[config.mk]
export PLATFORM = sky130hd
export DESIGN_NAME = cod_decode_timing
export DESIGN_NICKNAME = d
export VERILOG_FILES = /design/src/logic/cod_pkg.sv /design/src/logic/cod_decode_timing.sv /design/src/logic/cod_op_table.sv
export VERILOG_INCLUDE_DIRS = /design/src /design/src/logic
export SDC_FILE = /design/constraint.sdc
export NUM_CORES = 1
export LEC_CHECK = 0
export ABC_AREA = 1
export BUFFER_PORTS_ARGS = -buffer_cell sky130_fd_sc_hd__buf_2
export CAP_MARGIN = 20
export CELL_PAD_IN_SITES_DETAIL_PLACEMENT = 0
export CELL_PAD_IN_SITES_GLOBAL_PLACEMENT = 1
export CORE_ASPECT_RATIO = 1.75
export CORE_UTILIZATION = 31
export CTS_BUF_LIST = sky130_fd_sc_hd__clkbuf_8
export DETAILED_ROUTE_END_ITERATION = 7
export PLACE_DENSITY = 0.71
export SLEW_MARGIN = 20
export SYNTH_ARGS = -nofsm -noshare
export SYNTH_HDL_FRONTEND = slang
export SYNTH_HIERARCHICAL = 1
export SYNTH_SLANG_ARGS = --single-unit
[constraint.sdc]
create_clock -name core_clk -period 5.7 [get_ports core_clk]
set_input_delay 0.855 -clock core_clk [delete_from_list [all_inputs] [get_ports core_clk]]
set_output_delay 0.855 -clock core_clk [all_outputs]
set_load 0.005 [all_outputs]
[src/logic/cod_regs.svh]
// Purpose: shared constants of the opcode decode and timing block
// Assumes: included by bare name from the decode design files
// Notes:   values are counts, reset levels and opcodes, not bus offsets
`ifndef COD_REGS_SVH
`define COD_REGS_SVH

// reset values
`define COD_ITS_RESET   3'h1
`define COD_SP_RESET    8'h07
`define COD_PC_RESET    16'h0000

// opcodes that touch state kept inside this block
`define COD_OP_PUSH     8'hC0
`define COD_OP_POP      8'hD0
`define COD_OP_DPP_LOAD 8'h90

// field widths
`define COD_LEN_W       2
`define COD_CYC_W       3
`define COD_CNT_W       6

`endif

[src/logic/cod_pkg.sv]
// Purpose: types of the opcode decode and timing block
// Assumes: nothing
// Notes:   states are Gray coded along boot to run
package cod_pkg;

  typedef enum logic [1:0] {
    COD_BOOT = 2'b00,
    COD_RUN  = 2'b01
  } cod_state_t;

  typedef logic [1:0] cod_len_t;
  typedef logic [2:0] cod_cyc_t;

endpackage

[src/logic/cod_decode_timing.sv]
// Purpose: opcode fetch, decode and machine-cycle timing of the controller core
// Assumes: code_data returns the byte at code_addr in the same clock (async rom)
// Notes:   one instruction spans tbl_cyc machine cycles of its_field+1 clocks
//
// Contract
// - opcodes keep the standard 8-bit controller encoding and effect.
// - 28-2F add register to accumulator, one byte, one cycle.
// - 26-27 indirect add one byte, 24 immediate add two bytes, both two cycles.
// - 38-3F add with carry register one/one; 35 direct two/two.
// - 98-9F subtract one cycle; 95, 96-97, 94 take two cycles.
// - 53 ands immediate into direct byte, three bytes, four cycles.
// - 68-6F xor register into accumulator, one byte, one cycle.
// - 33 rotate left through carry, 13 rotate right, one byte each.
// - A8-AF move direct byte to register, two bytes, four cycles.
// - A6-A7 move direct byte to indirect ram, two bytes, five cycles.
// - 90 loads the data pointer pair, three bytes, three cycles.
// - 83 and 93 code reads into accumulator, one byte, three cycles.
// - E2-E3 and E0 external reads take three cycles.
// - F2-F3 and F0 external writes take four cycles.
// - C0 push four cycles, D0 pop three cycles, two bytes each.
// - 60 branch if zero, 70 if nonzero, two bytes, three cycles.
// - 40 branch on carry, 50 on no carry, two bytes, three cycles.
// - 10 branches on set bit and clears it, three bytes, four cycles.
// - B5, B4, B8-BF compare and branch, three bytes, four cycles.
// - D8-DF decrement branch two/three; D5 three bytes, four cycles.
// - B0 and A0 use inverted bit into carry, two bytes, two cycles.
// - 92 carry to bit three cycles; A2 bit to carry two cycles.
// - machine cycle is one to eight clocks, two after reset.
// - stack pointer resets to 07h, increments before a push stores.
`timescale 1ns/100ps
`include "cod_regs.svh"

module cod_decode_timing (
  input  wire logic          core_clk,
  input  wire logic          srst,
  input  wire logic [7:0]    code_data,
  output logic      [15:0]   code_addr,
  output logic               code_rd,
  input  wire logic          clk_ctl_wr,
  input  wire logic [2:0]    clk_ctl_its,
  output logic      [7:0]    opcode,
  output logic      [7:0]    operand1,
  output logic      [7:0]    operand2,
  output cod_pkg::cod_len_t  instr_len,
  output cod_pkg::cod_cyc_t  instr_cycles,
  output logic               instr_done,
  output logic               mc_end,
  output logic      [15:0]   pc,
  output logic      [7:0]    sp,
  output logic      [15:0]   data_pointer_pair,
  output logic               stack_wr,
  output logic      [7:0]    stack_addr
);

  cod_pkg::cod_state_t state;
  cod_pkg::cod_len_t   tbl_len;
  cod_pkg::cod_cyc_t   tbl_cyc;
  logic [2:0]          its_field;
  logic [2:0]          div;
  logic [2:0]          mc_cnt;
  logic [1:0]          step;
  logic                run;
  logic                mc_last;
  logic                last_clk;
  logic                tbl_load;
  logic [15:0]         pc_next;
  logic [2:0]          fetch_ofs;
  logic [15:0]         next_code_addr;
  logic [`COD_CNT_W-1:0] clk_cnt;
  logic                its_stable;

  // opcode lookup; loaded on the last clock so it is valid from the first
  cod_op_table u_table (
    .core_clk  (core_clk),
    .srst      (srst),
    .load      (tbl_load),
    .opcode_in (code_data),
    .tbl_len   (tbl_len),
    .tbl_cyc   (tbl_cyc)
  );

  // decode of where in the instruction we stand
  assign run      = (state == cod_pkg::COD_RUN);
  assign mc_last  = run && (div >= its_field);
  assign last_clk = mc_last && (mc_cnt == tbl_cyc - 3'h1);
  assign tbl_load = (state == cod_pkg::COD_BOOT && code_rd) || last_clk;
  assign pc_next  = pc + {14'h0000, tbl_len};

  // next fetch offset is min(step+2, len): operands in order, then next opcode
  always_comb begin
    fetch_ofs = {1'b0, step} + 3'h2;
    if (fetch_ofs > {1'b0, tbl_len}) begin
      fetch_ofs = {1'b0, tbl_len};
    end
    if (state == cod_pkg::COD_BOOT) begin
      next_code_addr = code_rd ? code_addr + 16'h0001 : `COD_PC_RESET;
    end else if (last_clk) begin
      next_code_addr = pc_next + 16'h0001;
    end else begin
      next_code_addr = pc + {13'h0000, fetch_ofs};
    end
  end

  // boot waits one clock for the read strobe, then runs for good
  always_ff @(posedge core_clk) begin
    if (srst) begin
      state <= cod_pkg::COD_BOOT;
    end else begin
      case (state)
        cod_pkg::COD_BOOT: begin
          if (code_rd) begin
            state <= cod_pkg::COD_RUN;
          end
        end
        cod_pkg::COD_RUN: begin
          state <= cod_pkg::COD_RUN;
        end
        default: begin
          state <= cod_pkg::COD_BOOT;
        end
      endcase
    end
  end

  // program memory strobe and address
  always_ff @(posedge core_clk) begin
    if (srst) begin
      code_rd   <= 1'b0;
      code_addr <= `COD_PC_RESET;
    end else begin
      code_rd   <= 1'b1;
      code_addr <= next_code_addr;
    end
  end

  // program counter steps by the whole length when the instruction retires
  always_ff @(posedge core_clk) begin
    if (srst) begin
      pc <= `COD_PC_RESET;
    end else if (last_clk) begin
      pc <= pc_next;
    end
  end

  // timing select; may change any time, takes effect at the mc_last compare above
  always_ff @(posedge core_clk) begin
    if (srst) begin
      its_field <= `COD_ITS_RESET;
    end else if (clk_ctl_wr) begin
      its_field <= clk_ctl_its;
    end
  end

  // clock divider and machine-cycle count; >= so a lowered select ends early
  always_ff @(posedge core_clk) begin
    if (srst || tbl_load) begin
      div    <= 3'h0;
      mc_cnt <= 3'h0;
    end else if (mc_last) begin
      div    <= 3'h0;
      mc_cnt <= mc_cnt + 3'h1;
    end else if (run) begin
      div    <= div + 3'h1;
    end
  end

  // clock index inside the instruction, saturating
  always_ff @(posedge core_clk) begin
    if (srst || tbl_load) begin
      step <= 2'h0;
    end else if (step != 2'h3) begin
      step <= step + 2'h1;
    end
  end

  // opcode byte kept alongside the table result
  always_ff @(posedge core_clk) begin
    if (srst) begin
      opcode <= 8'h00;
    end else if (tbl_load) begin
      opcode <= code_data;
    end
  end

  // operands arrive on clocks 0 and 1 of the instruction
  always_ff @(posedge core_clk) begin
    if (srst) begin
      operand1 <= 8'h00;
      operand2 <= 8'h00;
    end else if (run && !last_clk) begin
      if (step == 2'h0 && tbl_len >= 2'h2) begin
        operand1 <= code_data;
      end
      if (step == 2'h1 && tbl_len == 2'h3) begin
        operand2 <= code_data;
      end
    end
  end

  // retire strobe and machine-cycle strobe, one clock late from flops
  always_ff @(posedge core_clk) begin
    if (srst) begin
      instr_done   <= 1'b0;
      mc_end       <= 1'b0;
      instr_len    <= 2'h1;
      instr_cycles <= 3'h1;
    end else begin
      instr_done <= last_clk;
      mc_end     <= mc_last;
      if (last_clk) begin
        instr_len    <= tbl_len;
        instr_cycles <= tbl_cyc;
      end
    end
  end

  // stack pointer: pre-increment on push, post-decrement when a pop retires
  always_ff @(posedge core_clk) begin
    if (srst) begin
      sp <= `COD_SP_RESET;
    end else if (run && step == 2'h0 && opcode == `COD_OP_PUSH) begin
      sp <= sp + 8'h01;
    end else if (last_clk && opcode == `COD_OP_POP) begin
      sp <= sp - 8'h01;
    end
  end

  // push store strobe uses the already incremented pointer
  always_ff @(posedge core_clk) begin
    if (srst) begin
      stack_wr   <= 1'b0;
      stack_addr <= `COD_SP_RESET;
    end else begin
      stack_wr <= last_clk && opcode == `COD_OP_PUSH;
      if (last_clk && opcode == `COD_OP_PUSH) begin
        stack_addr <= sp;
      end
    end
  end

  // data pointer pair: high byte comes first in the instruction stream
  always_ff @(posedge core_clk) begin
    if (srst) begin
      data_pointer_pair <= 16'h0000;
    end else if (last_clk && opcode == `COD_OP_DPP_LOAD) begin
      data_pointer_pair <= {operand1, operand2};
    end
  end

  // helper for checks: clocks spent and whether the select held still
  always_ff @(posedge core_clk) begin
    if (srst || tbl_load) begin
      clk_cnt    <= 6'h01;
      its_stable <= 1'b1;
    end else begin
      clk_cnt <= clk_cnt + 6'h01;
      if (clk_ctl_wr) begin
        its_stable <= 1'b0;
      end
    end
  end
endmodule

[src/logic/cod_op_table.sv]
// Purpose: opcode to byte length and machine-cycle count lookup
// Assumes: load is high for one clock while opcode_in holds a new opcode
// Notes:   outputs are registered and hold until the next load
`timescale 1ns/100ps
`include "cod_regs.svh"

module cod_op_table (
  input  wire logic            core_clk,
  input  wire logic            srst,
  input  wire logic            load,
  input  wire logic [7:0]      opcode_in,
  output cod_pkg::cod_len_t    tbl_len,
  output cod_pkg::cod_cyc_t    tbl_cyc
);

  logic [4:0] next_entry;

  // length and cycle count per opcode; unlisted codes run as one byte, one cycle
  always_comb begin
    next_entry = {2'h1, 3'h1};
    casez (opcode_in)
      8'b0010_1???, 8'b0110_1???          : next_entry = {2'h1, 3'h1};
      8'h33, 8'h13, 8'b0011_1???          : next_entry = {2'h1, 3'h1};
      8'b1001_1???                        : next_entry = {2'h1, 3'h1};
      8'b0010_011?, 8'b1001_011?          : next_entry = {2'h1, 3'h2};
      8'b0000_1???, 8'b0001_1???, 8'b0011_011?, 8'b0100_011?, 8'b0101_011?,
      8'b0110_011?, 8'b1110_011?, 8'b1100_1???, 8'b1111_1???, 8'h73
                                          : next_entry = {2'h1, 3'h2};
      8'h83, 8'h93                        : next_entry = {2'h1, 3'h3};
      8'b1110_001?, 8'hE0                 : next_entry = {2'h1, 3'h3};
      8'b0000_011?, 8'b0001_011?, 8'b1100_011?, 8'b1101_011?, 8'b1111_011?
                                          : next_entry = {2'h1, 3'h3};
      8'b1111_001?, 8'hF0                 : next_entry = {2'h1, 3'h4};
      8'h22, 8'h32                        : next_entry = {2'h1, 3'h4};
      8'h84, 8'hA4                        : next_entry = {2'h1, 3'h5};
      8'h24, 8'h35, 8'h95, 8'h94          : next_entry = {2'h2, 3'h2};
      8'hB0, 8'hA0, 8'hA2                 : next_entry = {2'h2, 3'h2};
      8'h25, 8'h34, 8'h44, 8'h45, 8'h54, 8'h55, 8'h64, 8'h65, 8'h72, 8'h74,
      8'h82, 8'hE5, 8'b0111_1???          : next_entry = {2'h2, 3'h2};
      8'h60, 8'h70, 8'h40, 8'h50          : next_entry = {2'h2, 3'h3};
      8'hD0, 8'h92, 8'b1101_1???          : next_entry = {2'h2, 3'h3};
      8'h05, 8'h15, 8'h42, 8'h52, 8'h62, 8'h80, 8'hB2, 8'hC2, 8'hC5, 8'hD2,
      8'hF5, 8'b1000_1???, 8'b0111_011?, 8'b???0_0001
                                          : next_entry = {2'h2, 3'h3};
      8'b1010_1???, 8'hC0                 : next_entry = {2'h2, 3'h4};
      8'b1000_011?                        : next_entry = {2'h2, 3'h4};
      8'b1010_011?                        : next_entry = {2'h2, 3'h5};
      8'h90                               : next_entry = {2'h3, 3'h3};
      8'h75                               : next_entry = {2'h3, 3'h3};
      8'h53, 8'h10                        : next_entry = {2'h3, 3'h4};
      8'hB5, 8'hB4, 8'b1011_1???, 8'hD5   : next_entry = {2'h3, 3'h4};
      8'h02, 8'h20, 8'h30, 8'h43, 8'h63, 8'h85, 8'b1011_011?
                                          : next_entry = {2'h3, 3'h4};
      8'h12                               : next_entry = {2'h3, 3'h6};
      8'b???1_0001                        : next_entry = {2'h2, 3'h6};
      default                             : next_entry = {2'h1, 3'h1};
    endcase
  end

  // registered read so the table maps onto a small rom
  always_ff @(posedge core_clk) begin
    if (srst) begin
      tbl_len <= 2'h1;
      tbl_cyc <= 3'h1;
    end else if (load) begin
      tbl_len <= next_entry[4:3];
      tbl_cyc <= next_entry[2:0];
    end
  end

endmodule

==> impl_results.html <==
<table>
<tr><th>Metric</th><th>Value</th></tr>
<tr><th colspan="2">Outcome</th></tr>
<tr><td>Run status</td><td>finished, final reports clean</td></tr>
<tr><th colspan="2">STA</th></tr>
<tr><td>Normalized max-slew margin</td><td>35.9%</td></tr>
<tr><td>Final Hold Viols</td><td>0</td></tr>
<tr><td>Layout Skew</td><td>0.0151 ns</td></tr>
<tr><td>Slew @ Worst Pin</td><td>roughly 0.96 ns</td></tr>
<tr><td>Count of final max-slew check failures</td><td>0</td></tr>
<tr><td>Final setup violation count</td><td>0</td></tr>
<tr><td>Minimum clock period after layout</td><td>approximately 3.4 ns</td></tr>
<tr><td>Period utilisation layout</td><td>between 50% and 60%</td></tr>
<tr><td>Timing-limited maximum frequency</td><td>approximately 300 MHz</td></tr>
<tr><td>Total Neg Setup Slack</td><td>0 ns</td></tr>
<tr><td>Worst hold slack after final layout</td><td>about 0.45 ns</td></tr>
<tr><td>Unrepaired setup endpoints after global routing</td><td>false</td></tr>
<tr><th colspan="2">CTS</th></tr>
<tr><td>Buffers inserted by post-CTS timing repair</td><td>0</td></tr>
<tr><td>Skew-Pair Late Insertion Delay</td><td>~0.46 ns</td></tr>
<tr><td>Clock buffer count from CTS</td><td>17</td></tr>
<tr><td>TritonCTS clock tree</td><td>built</td></tr>
<tr><td>Max H-tree Level</td><td>4</td></tr>
<tr><td>Longest Clk Path Bufs</td><td>2</td></tr>
<tr><td>Clock Sinks</td><td>about 110</td></tr>
<tr><td>Clock-pin slew on the worst setup and hold paths</td><td>approximately 0.08 ns</td></tr>
<tr><td>Post-CTS Resized</td><td>0</td></tr>
<tr><td>Master cell of the clock root buffer</td><td>sky130_fd_sc_hd__clkbuf_8</td></tr>
<tr><td>Hold Buf Count CTS</td><td>0</td></tr>
<tr><th colspan="2">Global routing</th></tr>
<tr><td>Total routing resource utilization after global routing</td><td>approximately 21%</td></tr>
<tr><td>Wire length of the first global-routing pass</td><td>around 35000 µm</td></tr>
<tr><td>Number of antenna violations at the first check in global routing</td><td>0</td></tr>
<tr><td>GRT overflow</td><td>0</td></tr>
<tr><td>Vias in the first global route</td><td>approximately 6800</td></tr>
<tr><td>Pin count of the biggest net entering global routing</td><td>75</td></tr>
<tr><th colspan="2">Floorplanning</th></tr>
<tr><td>Die height</td><td>198 µm</td></tr>
<tr><td>Die width</td><td>roughly 110 µm</td></tr>
<tr><td>Initial Util</td><td>a little under a third</td></tr>
<tr><td>Total Die Area</td><td>approximately 23000 µm²</td></tr>
<tr><td>Count of standard-cell rows</td><td>71</td></tr>
<tr><td>Top-level port count</td><td>111</td></tr>
<tr><td>Placeable core region</td><td>21500 µm²</td></tr>
<tr><th colspan="2">Critical path</th></tr>
<tr><td>Endpoint of the lowest-slack register-to-register path</td><td>mc_cnt[2]</td></tr>
<tr><td>Data arrival, critical path</td><td>between 3 and 4 ns</td></tr>
<tr><td>CP Class</td><td>reg -&gt; reg</td></tr>
<tr><td>Critical Path Source Type</td><td>flop</td></tr>
<tr><td>Highest net fanout along the worst path</td><td>36</td></tr>
<tr><td>Number of cells on the worst reg-to-reg path</td><td>11</td></tr>
<tr><td>Timing endpoint of the critical path</td><td>mc_cnt[2]</td></tr>
<tr><td>Slack of the worst reg-to-reg path</td><td>2.35 ns</td></tr>
<tr><td>Critical path startpoint</td><td>its_field[2]</td></tr>
<tr><td>WP data required</td><td>about 6.1 ns</td></tr>
<tr><td>Origin of the critical flop-to-flop path</td><td>its_field[2]</td></tr>
<tr><td>Crit path capture type</td><td>flop</td></tr>
<tr><th colspan="2">Route</th></tr>
<tr><td>Wire per inst</td><td>around 16 µm</td></tr>
<tr><td>Total wire length after detailed routing</td><td>between 20000 and 25000 µm</td></tr>
<tr><td>Via/cell ratio</td><td>4.89</td></tr>
<tr><td>Overall via count from detail_route</td><td>roughly 7000</td></tr>
<tr><td>Number of design-rule violations left by the first detailed-router iteration</td><td>370</td></tr>
<tr><td>DRC violation count after routing</td><td>0</td></tr>
<tr><td>First-pass iteration count of the detailed router</td><td>5</td></tr>
<tr><td>Antenna Nets Post-Route</td><td>0</td></tr>
<tr><th colspan="2">Logic synthesis</th></tr>
<tr><td>Mean instance size in the synthesized netlist</td><td>~6.7 µm²</td></tr>
<tr><td>Number of distinct library cells after synthesis</td><td>45</td></tr>
<tr><td>Cell count after synthesis</td><td>about 1000</td></tr>
<tr><td>Total nets after synthesis</td><td>1061</td></tr>
<tr><td>Warning count from the yosys run</td><td>6</td></tr>
<tr><td>Cell area after technology mapping</td><td>~6800 µm²</td></tr>
<tr><td>Yosys reg bits</td><td>around 110</td></tr>
<tr><td>Fraction of the yosys area taken by sequential cells</td><td>33.6%</td></tr>
<tr><th colspan="2">Final layout</th></tr>
<tr><td>Utilization after layout</td><td>between 30% and 40%</td></tr>
<tr><td>Area delta synth-&gt;final</td><td>17.1%</td></tr>
<tr><td>NumNets Final</td><td>approximately 1200</td></tr>
<tr><td>Cell area after layout</td><td>7950 µm²</td></tr>
<tr><td>Diodes inserted</td><td>0</td></tr>
<tr><td>Ratio of cells with drive above 1 in the final layout</td><td>a little under a fifth</td></tr>
<tr><th colspan="2">Pwr</th></tr>
<tr><td>Leakage power of the design</td><td>~3.5 nW</td></tr>
<tr><td>Psw</td><td>0.000635 W</td></tr>
<tr><td>Power density over cell area</td><td>between 200 and 250 nW/µm²</td></tr>
<tr><td>Share of power burned in the clock network</td><td>39.3%</td></tr>
<tr><td>Post-route total power</td><td>0.00193 W</td></tr>
<tr><td>Internal power consumption</td><td>roughly 0.0013 W</td></tr>
<tr><td>Part of the total power dissipated in sequential elements</td><td>between 40% and 50%</td></tr>
<tr><td>Worst ir drop on vdd</td><td>~100 µV</td></tr>
<tr><td>Switching power as a share of total power</td><td>approximately a third</td></tr>
<tr><td>Combinational fraction of design power</td><td>between 10% and 20%</td></tr>
<tr><th colspan="2">Place</th></tr>
<tr><td>IO Port Bufs</td><td>110</td></tr>
<tr><td>Routability-driven placement congestion ratio</td><td>0.959</td></tr>
<tr><td>Standard cell area after detailed placement</td><td>between 7000 and 8000 µm²</td></tr>
<tr><td>DPL Wire Length</td><td>17200 µm</td></tr>
<tr><th colspan="2">Job</th></tr>
<tr><td>Maxcap violations</td><td>0</td></tr>
<tr><th colspan="2">Min path</th></tr>
<tr><td>Path class of the lowest-slack min-delay path</td><td>reg -&gt; reg</td></tr>
</table>
==> cells in the final DEF, fill, tap and decap left out, types with 7 or more instances in the layout <==
master and instances:
sky130_fd_sc_hd__o211ai_1 11, sky130_fd_sc_hd__nor3_1 14, sky130_fd_sc_hd__o21ai_0 93, sky130_fd_sc_hd__nor2_2 14, sky130_fd_sc_hd__a211oi_1 7, sky130_fd_sc_hd__inv_2 11
sky130_fd_sc_hd__nand2_2 14, sky130_fd_sc_hd__nand2_1 215, sky130_fd_sc_hd__buf_2 110, sky130_fd_sc_hd__nand4_1 14, sky130_fd_sc_hd__nor2_1 101, sky130_fd_sc_hd__xor2_1 12
sky130_fd_sc_hd__nor2_4 7, sky130_fd_sc_hd__a21oi_1 91, sky130_fd_sc_hd__dfxtp_1 114, sky130_fd_sc_hd__clkbuf_8 18, sky130_fd_sc_hd__ha_1 24, sky130_fd_sc_hd__nand3_1 79
sky130_fd_sc_hd__inv_1 122
==> registers in the layout, summed over array words and instances, names as in the netlist, 8 cells and up <==
| name | cells |
|---|---|
| code_addr | 16 |
| pc | 16 |
| sp | 8 |
| data_pointer_pair | 16 |
| opcode | 8 |
| operand1 | 8 |
| operand2 | 8 |
| stack_addr | 8 |
==> cells by family (layout without fill, tap and decap cells) <==
group                    Yosys count  in the layout  synth area share [%]
AND/OR/NAND/NOR                  480            480                  32.2
AO/OA/AOI/OAI                    219            219                  17.4
buffers and inverters            166            278                  9.74
flip-flops                       114            114                  33.6
adder cells (fa/ha/maj)           27             27                  5.30
XOR/XNOR                          14             14                  1.81
==> critical path: stages, from the launching register on <==
cell	delay [ns]
sky130_fd_sc_hd__dfxtp_1	0.31
sky130_fd_sc_hd__inv_1	0.05
sky130_fd_sc_hd__ha_1	0.32
sky130_fd_sc_hd__a21oi_1	0.13
sky130_fd_sc_hd__nand3_1	0.19
sky130_fd_sc_hd__nand3_2	0.57
sky130_fd_sc_hd__inv_4	0.34
sky130_fd_sc_hd__nor2_1	0.59
sky130_fd_sc_hd__inv_2	0.25
sky130_fd_sc_hd__nor2_1	0.18
sky130_fd_sc_hd__inv_1	0.14
sky130_fd_sc_hd__nor3b_1	0.18
==> synthesized netlist by cell type, drive strengths merged <==
cell type  count  area, µm²
ha            24        300
nor2         123        566
a21oi         92        464
fa             3       60.1
a32oi          1       8.76
clkbuf        17       63.8
o31ai          1       7.51
o2111ai        1       8.76
nand4         15        100
xor2          12        105
inv          135        509
o21ai         96        480
a31oi          4       25.0
a22o           1       8.76
xnor2          2       17.5
nand2        230        906
o211ai        11       82.6
dfxtp        114       2280
or2            7       43.8
nor3          14       70.1
buf           14       88.8
o311ai         1       8.76
nand3         85        455
a211oi         7       52.6
and2           1       6.26
nor3b          1       7.51
nand3b         4       30.0
o221ai         3       26.3
o21bai         1       7.51
==> final cells by class <==
type	count	area [µm²]
repair buffers	111	558
well taps	292	365
clock buffers	18	248
clock inverters	14	141
flip-flops and latches	114	2280
fillers	2418	13500
inverters	135	510
multi-input cells	740	3850
==> through the flow <==
step,cells,worst slack (ns)
2_1_floorplan,1020,3.01
3_3_place_gp,1392,2.37
3_5_place_dp,1392,2.29
4_1_cts,1424,2.27
5_1_grt,1424,1.95
6_report,1424,2.35
==> routing by layer <==
layer	vias to the layer above	track usage [%]	wire length, µm
li1	3548	-	-
met1	3189	20.2	8160
met2	167	39.4	12400
met3	60	3.61	699
met4	0	12.9	1160
met5	-	0	0
==> power groups by stage <==
stage	Sequential, W	Clock [W]	Combinational (W)
after floorplan	0.000881	0	0.000200
after global placement	0.000895	0	0.000299
after detailed placement	0.000895	0	0.000300
after CTS	0.000876	0.000788	0.000301
after global routing	0.000882	0.000821	0.000338
final	0.000876	0.000759	0.000296
==> worst min path at each step <==
stage                    startpoint              endpoint  cells after the start  slack (ns)
4_1_cts        data_pointer_pair[5]  data_pointer_pair[5]                      2        0.45
3_3_place_gp   data_pointer_pair[5]  data_pointer_pair[5]                      2        0.43
3_5_place_dp   data_pointer_pair[5]  data_pointer_pair[5]                      2        0.43
2_1_floorplan          its_field[2]          its_field[2]                      2        0.44
5_1_grt        data_pointer_pair[5]  data_pointer_pair[5]                      2        0.46
6_report       data_pointer_pair[5]  data_pointer_pair[5]                      2        0.45
Power figures use the tool's default switching activity.
